==> src/adc_ctrl_defines.vh <==
// constants for the continuous-conversion adc controller
// assumes inclusion by plain verilog-2005 design files
`ifndef ADC_CTRL_DEFINES_VH
`define ADC_CTRL_DEFINES_VH

// ****************************************************************
// register byte addresses (apb, 32-bit aligned words)
// ****************************************************************
`define ADDR_CTL0       12'h000
`define ADDR_CTL1       12'h004
`define ADDR_RES_HI     12'h008
`define ADDR_RES_LO     12'h00C
`define ADDR_STATUS     12'h010
`define ADDR_CAL_IDX    12'h014
`define ADDR_CAL_DATA   12'h018

// ****************************************************************
// control register 0 fields
// ****************************************************************
`define CTL0_GO         7
`define CTL0_REFLO      6
`define CTL0_REFOUT     5
`define CTL0_REPEAT     4
`define CTL0_CH_HI      3
`define CTL0_RESET      8'h00

// ****************************************************************
// control register 1 fields
// ****************************************************************
`define CTL1_REFHI      7
`define CTL1_STAGE_HI   2
`define CTL1_RESET      8'h80

// ****************************************************************
// timing, offset-calibration channel code and calibration store size
// ****************************************************************
`define T_FIRST         13'h1409
`define T_REPEAT        13'h0100
`define T_POWERUP       13'h0028
`define T_IDLE_PD       8'hA0
`define CH_OFFSET_CAL   4'hF
`define CAL_BYTES       5'h1E
`define CAL_IDX_MAX     5'h1D

`endif

==> src/adc_cal_store.v <==
// factory calibration byte store, 30 bytes, three per input mode
// assumes software loads it once from nonvolatile space over apb
`timescale 1ns/1ps
`default_nettype none
`include "adc_ctrl_defines.vh"

module adc_cal_store (
    // clock and reset
    input  wire       pclk,
    input  wire       presetn,
    // write port
    input  wire       wr_en,
    input  wire [4:0] wr_idx,
    input  wire [7:0] wr_data,
    // read port
    input  wire [4:0] rd_idx,
    output reg  [7:0] rd_data
);

    reg [7:0] mem_q [0:29];
    genvar i;

    // ****************************************************************
    // storage
    // ****************************************************************
    generate
        for (i = 0; i < 30; i = i + 1) begin : g_byte
            always @(posedge pclk or negedge presetn) begin
                if (!presetn) begin
                    mem_q[i] <= 8'h00;
                end else if (wr_en && wr_idx == i) begin
                    mem_q[i] <= wr_data;
                end
            end
        end
    endgenerate

    // out-of-range index reads zero
    always @(posedge pclk or negedge presetn) begin
        if (!presetn) begin
            rd_data <= 8'h00;
        end else if (rd_idx <= `CAL_IDX_MAX) begin
            rd_data <= mem_q[rd_idx];
        end else begin
            rd_data <= 8'h00;
        end
    end

endmodule
`default_nettype wire

==> src/adc_continuous_conversion_ctrl.v <==
// sequencer and register file for a sigma-delta adc controller
// assumes an apb master on pclk and an analog front end giving samples
// What this block does
// - every new result overwrites result registers; nothing buffered
// - first conversion ends 5129 cycles after start, plus 40 if powered down
// - convert_go clears at first completion and stays 0 for the run
// - after the first, a new result every 256 cycles while repeating
// - 13-bit result: high byte holds [12:5], low byte [7:3] holds [4:0]
// - interrupt request after every completed conversion, first included
// - software writes repeat_conversion_select 0 to stop repeating
// - disabled converter raises no new interrupts; pending stays
// - channel code selecting offset calibration shorts differential inputs
// - thirty calibration bytes, three per input mode
// - result is sign, ten data bits and two calibration bits
// - overflow flag at word lsb marks data invalid
// - writing go 1 starts or restarts; writing 0 does nothing
// - 160 idle cycles power down; next request first takes 40 power-up cycles
// - differential channel code 1111 selects offset calibration
`timescale 1ns/1ps
`default_nettype none
`include "adc_ctrl_defines.vh"

module adc_continuous_conversion_ctrl (
    // apb
    input  wire        pclk,
    input  wire        presetn,
    input  wire        psel,
    input  wire        penable,
    input  wire        pwrite,
    input  wire [11:0] paddr,
    input  wire [31:0] pwdata,
    output reg  [31:0] prdata,
    output wire        pready,
    output wire        pslverr,
    // analog front end
    input  wire [12:0] sample_value,
    input  wire        sample_ovf,
    output wire        adc_powered,
    output wire        inputs_shorted,
    output wire [3:0]  input_channel_select,
    output wire [2:0]  input_stage_select,
    output wire [1:0]  ref_level,
    output wire        ref_drive_out,
    // interrupt controller
    output reg         conv_done_irq
);

    // ****************************************************************
    // states
    // ****************************************************************
    localparam [1:0] ST_IDLE  = 2'b00;
    localparam [1:0] ST_PWRUP = 2'b01;
    localparam [1:0] ST_FIRST = 2'b10;
    localparam [1:0] ST_REPT  = 2'b11;

    reg  [1:0]  state_q;
    reg  [12:0] cnt_q;
    reg  [7:0]  idle_q;
    reg         pwr_q;
    reg  [7:0]  ctl0_q;
    reg  [7:0]  ctl1_q;
    reg  [7:0]  res_hi_q;
    reg  [7:0]  res_lo_q;
    reg  [4:0]  cal_idx_q;
    reg         irq_pend_q;
    wire [7:0]  cal_rd;

    wire wr_access = psel && penable && pwrite;
    wire rd_access = psel && penable && !pwrite;
    wire ctl0_wr   = wr_access && paddr == `ADDR_CTL0;
    wire go_wr     = ctl0_wr && pwdata[`CTL0_GO];
    wire repeat_on = ctl0_q[`CTL0_REPEAT];
    wire done      = (state_q == ST_FIRST || state_q == ST_REPT) && cnt_q == 13'h0001;
    wire mapped    = paddr == `ADDR_CTL0 || paddr == `ADDR_CTL1 || paddr == `ADDR_RES_HI ||
                     paddr == `ADDR_RES_LO || paddr == `ADDR_STATUS ||
                     paddr == `ADDR_CAL_IDX || paddr == `ADDR_CAL_DATA;

    // single-cycle answer; unmapped reads zero and flags slverr
    assign pready  = 1'b1;
    assign pslverr = psel && penable && !mapped;

    // ****************************************************************
    // front-end controls
    // ****************************************************************
    assign input_channel_select = ctl0_q[`CTL0_CH_HI:0];
    assign input_stage_select   = ctl1_q[`CTL1_STAGE_HI:0];
    assign ref_level            = {ctl1_q[`CTL1_REFHI], ctl0_q[`CTL0_REFLO]};
    assign ref_drive_out        = ctl0_q[`CTL0_REFOUT];
    assign adc_powered          = pwr_q;
    assign inputs_shorted       = input_channel_select == `CH_OFFSET_CAL;

    // ****************************************************************
    // sequencer
    // ****************************************************************
    always @(posedge pclk or negedge presetn) begin
        if (!presetn) begin
            state_q <= ST_IDLE;
            cnt_q   <= 13'h0000;
        end else if (go_wr) begin
            // a go write restarts whatever is running
            if (pwr_q) begin
                state_q <= ST_FIRST;
                cnt_q   <= `T_FIRST;
            end else begin
                state_q <= ST_PWRUP;
                cnt_q   <= `T_POWERUP;
            end
        end else begin
            case (state_q)
                ST_IDLE: begin
                    cnt_q <= 13'h0000;
                end
                ST_PWRUP: begin
                    if (cnt_q == 13'h0001) begin
                        state_q <= ST_FIRST;
                        cnt_q   <= `T_FIRST;
                    end else begin
                        cnt_q <= cnt_q - 13'h0001;
                    end
                end
                default: begin
                    if (done) begin
                        if (repeat_on) begin
                            state_q <= ST_REPT;
                            cnt_q   <= `T_REPEAT;
                        end else begin
                            state_q <= ST_IDLE;
                            cnt_q   <= 13'h0000;
                        end
                    end else begin
                        cnt_q <= cnt_q - 13'h0001;
                    end
                end
            endcase
        end
    end

    // ****************************************************************
    // idle power-down
    // ****************************************************************
    always @(posedge pclk or negedge presetn) begin
        if (!presetn) begin
            pwr_q  <= 1'b0;
            idle_q <= 8'h00;
        end else if (state_q != ST_IDLE || go_wr) begin
            idle_q <= 8'h00;
            if (state_q == ST_PWRUP && cnt_q == 13'h0001) begin
                pwr_q <= 1'b1;
            end
        end else if (idle_q == `T_IDLE_PD - 8'h01) begin
            pwr_q  <= 1'b0;
            idle_q <= 8'h00;
        end else if (pwr_q) begin
            idle_q <= idle_q + 8'h01;
        end
    end

    // ****************************************************************
    // results and interrupt
    // ****************************************************************
    always @(posedge pclk or negedge presetn) begin
        if (!presetn) begin
            res_hi_q      <= 8'h00;
            res_lo_q      <= 8'h00;
            conv_done_irq <= 1'b0;
            irq_pend_q    <= 1'b0;
        end else begin
            conv_done_irq <= done && !go_wr;
            if (done && !go_wr) begin
                // overwrite; older result is lost on purpose
                res_hi_q   <= sample_value[12:5];
                res_lo_q   <= {sample_value[4:0], 2'b00, sample_ovf};
                irq_pend_q <= 1'b1;
            end else if (rd_access && paddr == `ADDR_STATUS) begin
                irq_pend_q <= 1'b0;
            end
        end
    end

    // ****************************************************************
    // registers
    // ****************************************************************
    always @(posedge pclk or negedge presetn) begin
        if (!presetn) begin
            ctl0_q    <= `CTL0_RESET;
            ctl1_q    <= `CTL1_RESET;
            cal_idx_q <= 5'h00;
        end else begin
            if (ctl0_wr) begin
                // go is set by a 1 write, never by a 0 write; a first completion clears it unless a 1 write lands in the same cycle
                ctl0_q <= {pwdata[`CTL0_GO] | (ctl0_q[`CTL0_GO] & !(state_q == ST_FIRST && done)),
                           pwdata[6:0]};
            end else if (state_q == ST_FIRST && done) begin
                ctl0_q[`CTL0_GO] <= 1'b0;
            end
            if (wr_access && paddr == `ADDR_CTL1) begin
                ctl1_q <= pwdata[7:0];
            end
            if (wr_access && paddr == `ADDR_CAL_IDX) begin
                cal_idx_q <= pwdata[4:0];
            end else if (wr_access && paddr == `ADDR_CAL_DATA && cal_idx_q < `CAL_IDX_MAX) begin
                cal_idx_q <= cal_idx_q + 5'h01;
            end
        end
    end

    adc_cal_store u_cal (
        .pclk    (pclk),
        .presetn (presetn),
        .wr_en   (wr_access && paddr == `ADDR_CAL_DATA),
        .wr_idx  (cal_idx_q),
        .wr_data (pwdata[7:0]),
        .rd_idx  (cal_idx_q),
        .rd_data (cal_rd)
    );

    // read mux
    always @* begin
        if (paddr == `ADDR_CTL0) begin
            prdata = {24'h000000, ctl0_q};
        end else if (paddr == `ADDR_CTL1) begin
            prdata = {24'h000000, ctl1_q};
        end else if (paddr == `ADDR_RES_HI) begin
            prdata = {24'h000000, res_hi_q};
        end else if (paddr == `ADDR_RES_LO) begin
            prdata = {24'h000000, res_lo_q};
        end else if (paddr == `ADDR_STATUS) begin
            prdata = {28'h0000000, pwr_q, state_q, irq_pend_q};
        end else if (paddr == `ADDR_CAL_IDX) begin
            prdata = {27'h0000000, cal_idx_q};
        end else if (paddr == `ADDR_CAL_DATA) begin
            prdata = {24'h000000, cal_rd};
        end else begin
            prdata = 32'h00000000;
        end
    end

endmodule
`default_nettype wire

==> config.mk <==
export PLATFORM = sky130hd
export DESIGN_NAME = adc_continuous_conversion_ctrl
export DESIGN_NICKNAME = d
export VERILOG_FILES = /design/src/adc_cal_store.v /design/src/adc_continuous_conversion_ctrl.v
export VERILOG_INCLUDE_DIRS = /design/src
export SDC_FILE = /design/constraint.sdc
export NUM_CORES = 1
export LEC_CHECK = 0
export BUFFER_PORTS_ARGS = -buffer_cell sky130_fd_sc_hd__buf_2
export CAP_MARGIN = 5
export CORE_ASPECT_RATIO = 1.75
export CORE_MARGIN = 3
export CORE_UTILIZATION = 60
export CTS_CLUSTER_SIZE = 16
export DETAILED_ROUTE_END_ITERATION = 10
export PLACE_DENSITY = 0.79
export SLEW_MARGIN = 10
export SYNTH_ARGS = -nofsm -noshare
export SYNTH_HDL_FRONTEND = slang
export SYNTH_HIERARCHICAL = 1
export SYNTH_SLANG_ARGS = --single-unit
==> constraint.sdc <==
create_clock -name pclk -period 3 [get_ports pclk]
set_input_delay 0.9 -clock pclk [delete_from_list [all_inputs] [get_ports pclk]]
set_output_delay 0.9 -clock pclk [all_outputs]
set_load 0.05 [all_outputs]
# --- After elaboration in Yosys (flattened, before gate mapping) ---
# Cells that the tools add are included.
op_classes:
  n_lt_le_gt_ge: 3
  eq_ne: 44
  n_addsub: 3
  muxes: 35
  bitwise_logic: 3
  reduce_logical: 69
ops:
  columns: ["cell", "n"]
  rows:
  - ["2-to-1 mux 8 bit", 13]
  - ["== test 5 bit (second input constant)", 14]
  - ["2-to-1 mux 13 bit", 4]
  - ["logical AND 1 bit", 45]
  - ["binary-select mux 8 bit (select 5 bit)", 1]
  - ["== test 5 x 4 -> 1 bit (second input constant)", 8]
  - ["== test 12 x 5 -> 1 bit (second input constant)", 3]
  - ["case mux 13 bit (2 select lines)", 1]
  - ["== test 12 x 4 -> 1 bit (second input constant)", 2]
  - ["== test 5 x 3 -> 1 bit (second input constant)", 4]
  - ["== test 13 x 1 -> 1 bit (second input constant)", 1]
  - ["subtractor 13 x 1 -> 13 bit (second input constant)", 1]
  - ["== test 12 x 3 -> 1 bit (second input constant)", 1]
  - ["zero test 12 bit", 1]
  - ["== test 5 x 2 -> 1 bit (second input constant)", 2]
  - ["2-to-1 mux 2 bit", 5]
  - ["2-to-1 mux 5 bit", 2]
  - ["nonzero test 2 bit", 5]
  - ["2-to-1 mux 9 bit", 1]
  - ["adder 8 x 1 -> 8 bit (second input constant)", 1]
  - ["== test 8 bit (second input constant)", 1]
  - ["logical OR 1 bit", 8]
  - ["2-to-1 mux 1 bit", 7]
  - [">= comparator 6 bit (second input constant)", 1]
  - ["20 further kinds", 25]
totals:
  regBits: 309
  elab_cells: 200
  input_bits: 63
  out_inout_bits: 47

# --- Longest topological paths before layout ---
# Gate-level depths: netlist (run 1).
logic_depth:
  word_depth: 9
  depth_mapped: 10
  depth_no_buf: 8

# --- Modules after synthesis ---
# Netlist (run 1), hierarchy kept.
by_module_without_submodules:
  columns: ["mod", "area_per_inst_um2", "instances", "seq_area_each_um2", "cells_per_inst"]
  rows:
  - ["adc_cal_store", 11297.1, 1, 6206.0, 744]
  - ["adc_continuous_conversion_ctrl", 3812.4, 1, 1527.7, 392]

# --- Worst setup path after synthesis (run 1) ---
# No wires, ideal clock.
synth_path:
  kind: "input to output"
  from: "in paddr[2]"
  to: "out prdata[4]"
  path_stages: 6
  required_time_ps: 2100
  path_slack_ps: -699
  arrival_ps: 2799
  path_buffers: 2
  path_cell_list: "buf_2 buf_2 nor2_1 inv_1 o22ai_1 a221oi_1"
synth_between:
  elab_chain_len: 8
  elab_cells_between_ends: 14
  classes_between: "eq/ne (6); mux (7); reduce/logical (1)"
synth_lines:
  columns: ["item", "line", "source"]
  rows:
  - ["start, declared", "adc_continuous_conversion_ctrl.v:30", "input wire [11:0] paddr,"]
  - ["== test 12 x 5 -> 1 bit (no line)", null, null]
  - ["2-to-1 mux 8 bit", "adc_continuous_conversion_ctrl.v:231", "end else if (paddr == `ADDR_CAL_DATA) begin"]
  - ["2-to-1 mux 8 bit", "adc_continuous_conversion_ctrl.v:229", "end else if (paddr == `ADDR_CAL_IDX) begin"]
  - ["2-to-1 mux 8 bit", "adc_continuous_conversion_ctrl.v:227", "end else if (paddr == `ADDR_STATUS) begin"]
  - ["2-to-1 mux 8 bit", "adc_continuous_conversion_ctrl.v:225", "end else if (paddr == `ADDR_RES_LO) begin"]
  - ["2-to-1 mux 8 bit", "adc_continuous_conversion_ctrl.v:223", "end else if (paddr == `ADDR_RES_HI) begin"]
  - ["2-to-1 mux 8 bit", "adc_continuous_conversion_ctrl.v:221", "end else if (paddr == `ADDR_CTL1) begin"]
  - ["2-to-1 mux 8 bit (*)", "adc_continuous_conversion_ctrl.v:219", "if (paddr == `ADDR_CTL0) begin"]
  - ["end, declared", "adc_continuous_conversion_ctrl.v:32", "output reg [31:0] prdata,"]
# Every way passes the cells marked *; elsewhere a longest branch is shown, timed or not.

# --- Final worst setup path (run 1) ---
layout_path:
  from: "in paddr[3]"
  to: "out prdata[2]"
# The elaborated chain is that of the path after synthesis.

==> impl_metrics.py, run 1 <==
metrics = {
    "outcome": {
        "outcome": "finished, violations left",
        "violations": "negative setup slack",
    },
    "timing": {
        "finalSetupViolCount": 3,
        "fin_hold_ws_ns": 0.314,
        "setup_tns_ns": -0.0295,
        "finalMaxSlewViolations": 0,
        "fin_crit_ns": 3.02,
        "worst_pin_slew_ns": 0.853,
        "fin_skew_ns": 0.0143,
        "slew-limit-headroom": 0.430,
        "timing.final.hold_violations": 0,
        "clock.fmax_mhz": 332,
        "layout_setup_ws_ns": -0.0151,
        "rsz0062_at_grt": "true",
        "min_period_over_period": 1.01,
    },
    "power": {
        "ir_drop_uv": 417,
        "power.density_nw_per_um2": 503,
        "p_leak_nw": 8.49,
    },
    "yosys": {
        "synth_cell_type_count": 81,
        "yosysSeqAreaShare": 0.512,
        "syn_avg_cell_area_um2": 13.3,
        "synth_edf_count": 0,
        "synth_area_um2": 15100,
        "syn_inst": 1136,
        "yosys_warnings": 6,
        "synthArstFlopShare": 1.00,
        "synthFlopType": "dfrtp_1",
        "synth-seq-cells": 309,
    },
    "clocking": {
        "clock-sinks": 309,
        "cts-root-buf": "clkbuf_16",
        "cts_tree": "yes",
        "cts_hold_buf": 0,
        "clock_latency_ns": 0.54,
        "clk_pin_slew_ns": 0.07,
        "clock_path_buffers": 3,
        "cts_made_buffers": 27,
        "h-tree-depth": 1,
    },
    "critical_path": {
        "path_cells": "clkbuf_4, inv_2, buf_6, a31oi_1, or3_4, o31ai_4, buf_6",
        "critPathMaxStageDelay_ns": 0.39,
        "cp_slowest_cell": "or3_4",
        "endpoint_kind": "primary output",
        "crit_arrival_ns": 2.12,
        "cp_data_required_time_ns": 2.10,
        "critPathKind": "input port to primary output",
        "crit_top_cell": "buf_6",
        "startpoint_type": "input port",
        "path_max_fanout": 5,
    },
    "placement": {
        "place_congestion": 0.910,
        "io_buffers": 60,
        "dpl.hpwl_um": 23900,
        "place_area_um2": 16300,
    },
    "layout": {
        "drive_gt1_frac": 0.475,
        "fillCellCount": 1592,
        "diodes": 0,
        "final_area_um2": 17500,
        "fin_nets": 1308,
        "area_delta_synth_final_pct": 15.8,
        "layout_common_cells": "306 x dfrtp_1, 266 x mux2_2, 79 x buf_4, 47 x nor2_1, 47 x nand2_1",
        "multi_input_area_um2": 7110,
        "seq_area_um2": 7740,
        "final_common_cell": "dfrtp_1",
    },
    "drt": {
        "dr.first_iter.drc_count": 523,
        "wirelength_um": 35900,
        "post-route-drc-count": 0,
        "antenna_left": 0,
        "routed_via_density": 6.27,
        "vias": 9858,
        "first_pass_iters": 6,
        "wire_per_inst_um": 22.9,
    },
    "die": {
        "initial_utilization": 0.611,
        "core_area_um2": 24700,
        "die_area_um2": 27200,
        "pin_count": 110,
        "die_x_um": 126,
        "die_h_um": 216,
        "rows": 76,
    },
    "grt": {
        "antenna_found_initial": 0,
        "grt_pass1_wl_um": 56400,
        "grt_pass1_vias": 10700,
        "grt_max_degree": 73,
        "grt-ovfl-total": 0,
        "grt_util_all_layers": 0.263,
    },
    "hold_path": {
        "hold_path.class": "input port to asynchronous set/reset pin",
    },
    "run": {
        "maxCapViolCount": 0,
    },
}
[synthesized netlist by cell type (10+ instances only)]
cell	instances	area (µm²)
dfrtp_1	308	7710
mux2_2	266	3000
nor2_1	55	206
nand2_1	51	191
mux4_2	46	1040
clkbuf_1	36	135
buf_4	35	263
mux2i_1	33	330
buf_2	25	125
o21ai_0	22	110
o22ai_1	20	125
a21oi_1	16	80.1
nor3_1	12	60.1
nand4_1	11	68.8
and3_1	10	62.6
inv_1	10	37.5
nand3_1	10	50.1
[flip-flops by register name (all words and copies together) (netlist names), 2 cells and up]
register	flops
ctl1_q	8
idle_q	8
u_cal/mem_q	240
ctl0_q	8
u_cal/rd_data	8
res_lo_q	6
cnt_q	13
cal_idx_q	5
state_q	2
res_hi_q	8
[logic make-up (layout without fill, tap and decap cells)]
logic type               after synthesis  in the layout  synth area share
other                                  2             25          0.000497
buffers and inverters                116            216            0.0407
XOR/XNOR                              16             16           0.00927
adder cells (fa/ha/maj)                4              4           0.00331
AND/OR/NAND/NOR                      226            226            0.0883
AO/OA/AOI/OAI                        108            108            0.0480
multiplexers                         355            355             0.298
flip-flops                           309            309             0.512
[final cells by class]
cell class,count,area share
Clock buffer,37,0.0425
Timing Repair Buffer,158,0.0792
Clock inverter,10,0.00472
Inverter,11,0.00236
Sequential cell,309,0.442
Tap cell,312,0.0223
Multi-Input combinational cell,734,0.406
[worst paths after layout]
kind                                         startpoint                           end  slack, ns  cells past startpoint
max                                            paddr[3]                     prdata[2]      -0.02                      7
min                                             presetn           cnt_q[12]$_DFF_PN0_       0.31                      1
max reg2reg                    cal_idx_q[0]$_DFFE_PN0P_    u_cal/rd_data[7]$_DFF_PN0_       0.56                      5
min reg2reg                u_cal/mem_q[152]$_DFFE_PN0P_  u_cal/mem_q[152]$_DFFE_PN0P_       0.50                      1
max in group asynchronous                       presetn  u_cal/mem_q[224]$_DFFE_PN0P_       1.85                      2
min in group pclk          u_cal/mem_q[152]$_DFFE_PN0P_  u_cal/mem_q[152]$_DFFE_PN0P_       0.50                      1
[repair_timing]
| action | CTS | global route |
|---|---|---|
| resized for setup | 45 | 31 |
| setup buffers | 2 | 1 |
| pin swaps | 8 | 11 |
| setup endpoints to repair | 8 | 8 |
| gates cloned | 0 | 0 |
[per-layer routing]
metal | vias up | global-route usage | share of wire
met2 | 301 | 0.494 | 0.55
met1 | 5131 | 0.287 | 0.36
met3 | 108 | 0.0297 | 0.039
met4 | 0 | 0.135 | 0.051
li1 | 4318 | - | -
met5 | - | 0 | 0
[stage by stage]
step / util / total power, mW / setup slack, ns / cells
floorplan: - / 5.17 / -0.284 / 1159
global placement: 0.661 / 5.47 / -0.207 / 1521
detailed placement: 0.661 / 5.50 / -0.233 / 1521
CTS: 0.702 / 8.84 / 0.00373 / 1570
global route: 0.708 / 9.13 / -0.0662 / 1571
finish: 0.708 / 8.80 / -0.0151 / 1571
[critical path, delay by kind of cell]
kind	cells	cell delay (ns)
buffers and inverters	4	0.56
AOI/OAI and AO/OA	2	0.26
and+or+nand+nor	1	0.39
[power by group]
part / internal (mW) / leakage (nW) / total, mW / switching (mW)
combinational: 0.368 / 3.85 / 0.926 / 0.558
clock: 1.82 / 0.413 / 3.32 / 1.50
sequential: 4.36 / 4.23 / 4.55 / 0.194
Note: power is estimated with default switching activity, not from simulation.
==> run 2, diff against run 1 <==
CTS_CLUSTER_SIZE = 25   (was 16)
GPL_TIMING_DRIVEN = 0   (was not set)
==> impl_metrics.py, run 2 (synthesis gave the netlist of run 1 again) <==
metrics = {
    "critical_path": {
        "reg2regPathDepth": 5,
        "path_cells": "buf_6, nor2b_4, and2_4, a32oi_1, o32ai_1, o311a_2, buf_8",
        "cp_slowest_cell": "o32ai_1",
        "path_max_fanout": 5,
        "endpoint_kind": "primary output",
        "startpoint_type": "input port",
        "critPathMaxStageDelay_ns": 0.36,
        "rr_endpoint": "u_cal/rd_data[4]$_DFF_PN0_",
        "critPathKind": "input port to primary output",
        "r2r_setup_slack_ns": 0.42,
        "crit_arrival_ns": 2.30,
        "r2r-start": "cal_idx_q[1]$_DFFE_PN0P_",
        "cp_data_required_time_ns": 2.10,
    },
    "timing": {
        "timing.final.hold_violations": 0,
        "clock.fmax_mhz": 313,
        "layout_setup_ws_ns": -0.200,
        "rsz0062_at_grt": "true",
        "fin_skew_ns": 0.0142,
        "setup_tns_ns": -0.467,
        "finalSetupViolCount": 6,
        "min_period_over_period": 1.07,
        "worst_pin_slew_ns": 0.924,
        "fin_crit_ns": 3.20,
        "finalMaxSlewViolations": 0,
        "slew-limit-headroom": 0.384,
    },
    "power": {
        "power_mw": 9.44,
        "ir_drop_uv": 505,
        "power.density_nw_per_um2": 538,
        "p_leak_nw": 8.54,
    },
    "die": {
        "die_area_um2": 27200,
        "core_area_um2": 24700,
        "die_h_um": 216,
        "initial_utilization": 0.611,
        "die_x_um": 126,
        "rows": 76,
        "pin_count": 110,
    },
    "clocking": {
        "clock_path_buffers": 3,
        "h-tree-depth": 1,
        "cts_made_buffers": 28,
        "cts_tree": "yes",
        "cts-root-buf": "clkbuf_16",
        "clk_pin_slew_ns": 0.07,
        "cts_hold_buf": 0,
        "clock-sinks": 309,
        "clock_latency_ns": 0.56,
    },
    "grt": {
        "grt_pass1_vias": 10700,
        "antenna_found_initial": 0,
        "grt_max_degree": 119,
        "grt_util_all_layers": 0.298,
        "grt_pass1_wl_um": 62200,
        "grt-ovfl-total": 0,
    },
    "layout": {
        "drive_gt1_frac": 0.458,
        "area_delta_synth_final_pct": 16.1,
        "layout_common_cells": "306 x dfrtp_1, 266 x mux2_2, 66 x buf_2, 55 x buf_4, 48 x nor2_1",
        "final_common_cell": "dfrtp_1",
        "fin_util": 0.710,
        "stdcell_count": 1604,
        "top_register": "u_cal/mem_q",
        "fin_nets": 1337,
        "largest_reg_flops": 240,
        "diodes": 0,
        "reg_top3": "u_cal/mem_q: 240 flops, cnt_q: 13 flops",
    },
    "drt": {
        "wire_per_inst_um": 25.7,
        "wirelength_um": 41200,
        "routed_via_density": 6.44,
        "first_pass_iters": 5,
        "post-route-drc-count": 0,
        "vias": 10300,
        "antenna_left": 0,
        "dr.first_iter.drc_count": 861,
    },
    "hold_path": {
        "hold_path.class": "input port to asynchronous set/reset pin",
    },
    "outcome": {
        "violations": "negative setup slack",
        "outcome": "finished, violations left",
    },
    "run": {
        "maxCapViolCount": 0,
    },
    "placement": {
        "placedCellCount": 1533,
        "pre_cts_ws_ns": -0.549,
        "io_buffers": 60,
        "place_congestion": 0.975,
        "dpl.hpwl_um": 28400,
    },
}
[run 2: cell types whose count changed in the layout (fill, tap and decap cells not counted), sizes merged]
cell      previous run  this run
clkbuf              38        74
buf                157       150
bufinv               1         5
clkinvlp             0         2
clkinv               9         8
inv                 11        10
[run 2: worst max-delay path: cells and delay by family]
family                 cells  cell delay [ns]
buffers and inverters      2             0.27
AO/OA/AOI/OAI              3             0.77
AND/OR/NAND/NOR            2             0.35
[run 2: worst max path at each step]
| stage | end | slack [ns] | from | cells past startpoint |
|---|---|---|---|---|
| after detailed placement | prdata[6] | -0.55 | paddr[4] | 6 |
| after CTS | prdata[4] | -0.02 | paddr[7] | 7 |
| after global placement | u_cal/mem_q[185]$_DFFE_PN0P_ | -4.56 | presetn | 1 |
| final | prdata[6] | -0.20 | paddr[5] | 7 |
| after floorplan | prdata[3] | -0.28 | paddr[10] | 4 |
| after global routing | prdata[6] | -0.22 | paddr[6] | 7 |
[run 2: cell type report]
type / count / area [µm²]
well taps: 312 / 390
clock buffers: 38 / 810
repair buffers: 83 / 664
multi-input cells: 734 / 7090
plain buffers: 103 / 604
flip-flops and latches: 309 / 7740
clock inverters: 14 / 201
inverters: 11 / 46.3
fillers: 1630 / 7180
[run 2: metal layers]
| layer | wire, µm | GRT usage | up-vias | part of all wire |
|---|---|---|---|---|
| met5 | 0 | 0 | - | 0 |
| met1 | 14000 | 0.327 | 5283 | 0.34 |
| met3 | 2110 | 0.0364 | 189 | 0.051 |
| met2 | 21300 | 0.527 | 480 | 0.52 |
| met4 | 3780 | 0.210 | 0 | 0.092 |
| li1 | - | - | 4371 | - |
[run 2: power breakdown]
| group | switching, mW | total, mW | internal [mW] |
|---|---|---|---|
| logic | 0.592 | 0.975 | 0.383 |
| clock network | 1.58 | 3.90 | 2.32 |
| registers | 0.208 | 4.57 | 4.36 |
| total | 2.38 | 9.44 | 7.06 |
[run 2: through the flow]
| stage | hold WS, ns | instance area (µm²) |
|---|---|---|
| 4_1_cts | 0.386 | 17400 |
| 3_5_place_dp | 0.480 | 16000 |
| 6_report | 0.327 | 17500 |
| 2_1_floorplan | 0.459 | 15300 |
| 3_3_place_gp | 0.472 | 15900 |
| 5_1_grt | 0.403 | 17500 |
[run 2: repair_timing]
action | 4_1_cts | 5_1_grt
endpoints found under the hold margin | 0 | 0
pin swaps | 14 | 9
setup endpoints to repair | 9 | 17
gates resized for setup | 72 | 19
buffers inserted | 12 | 9
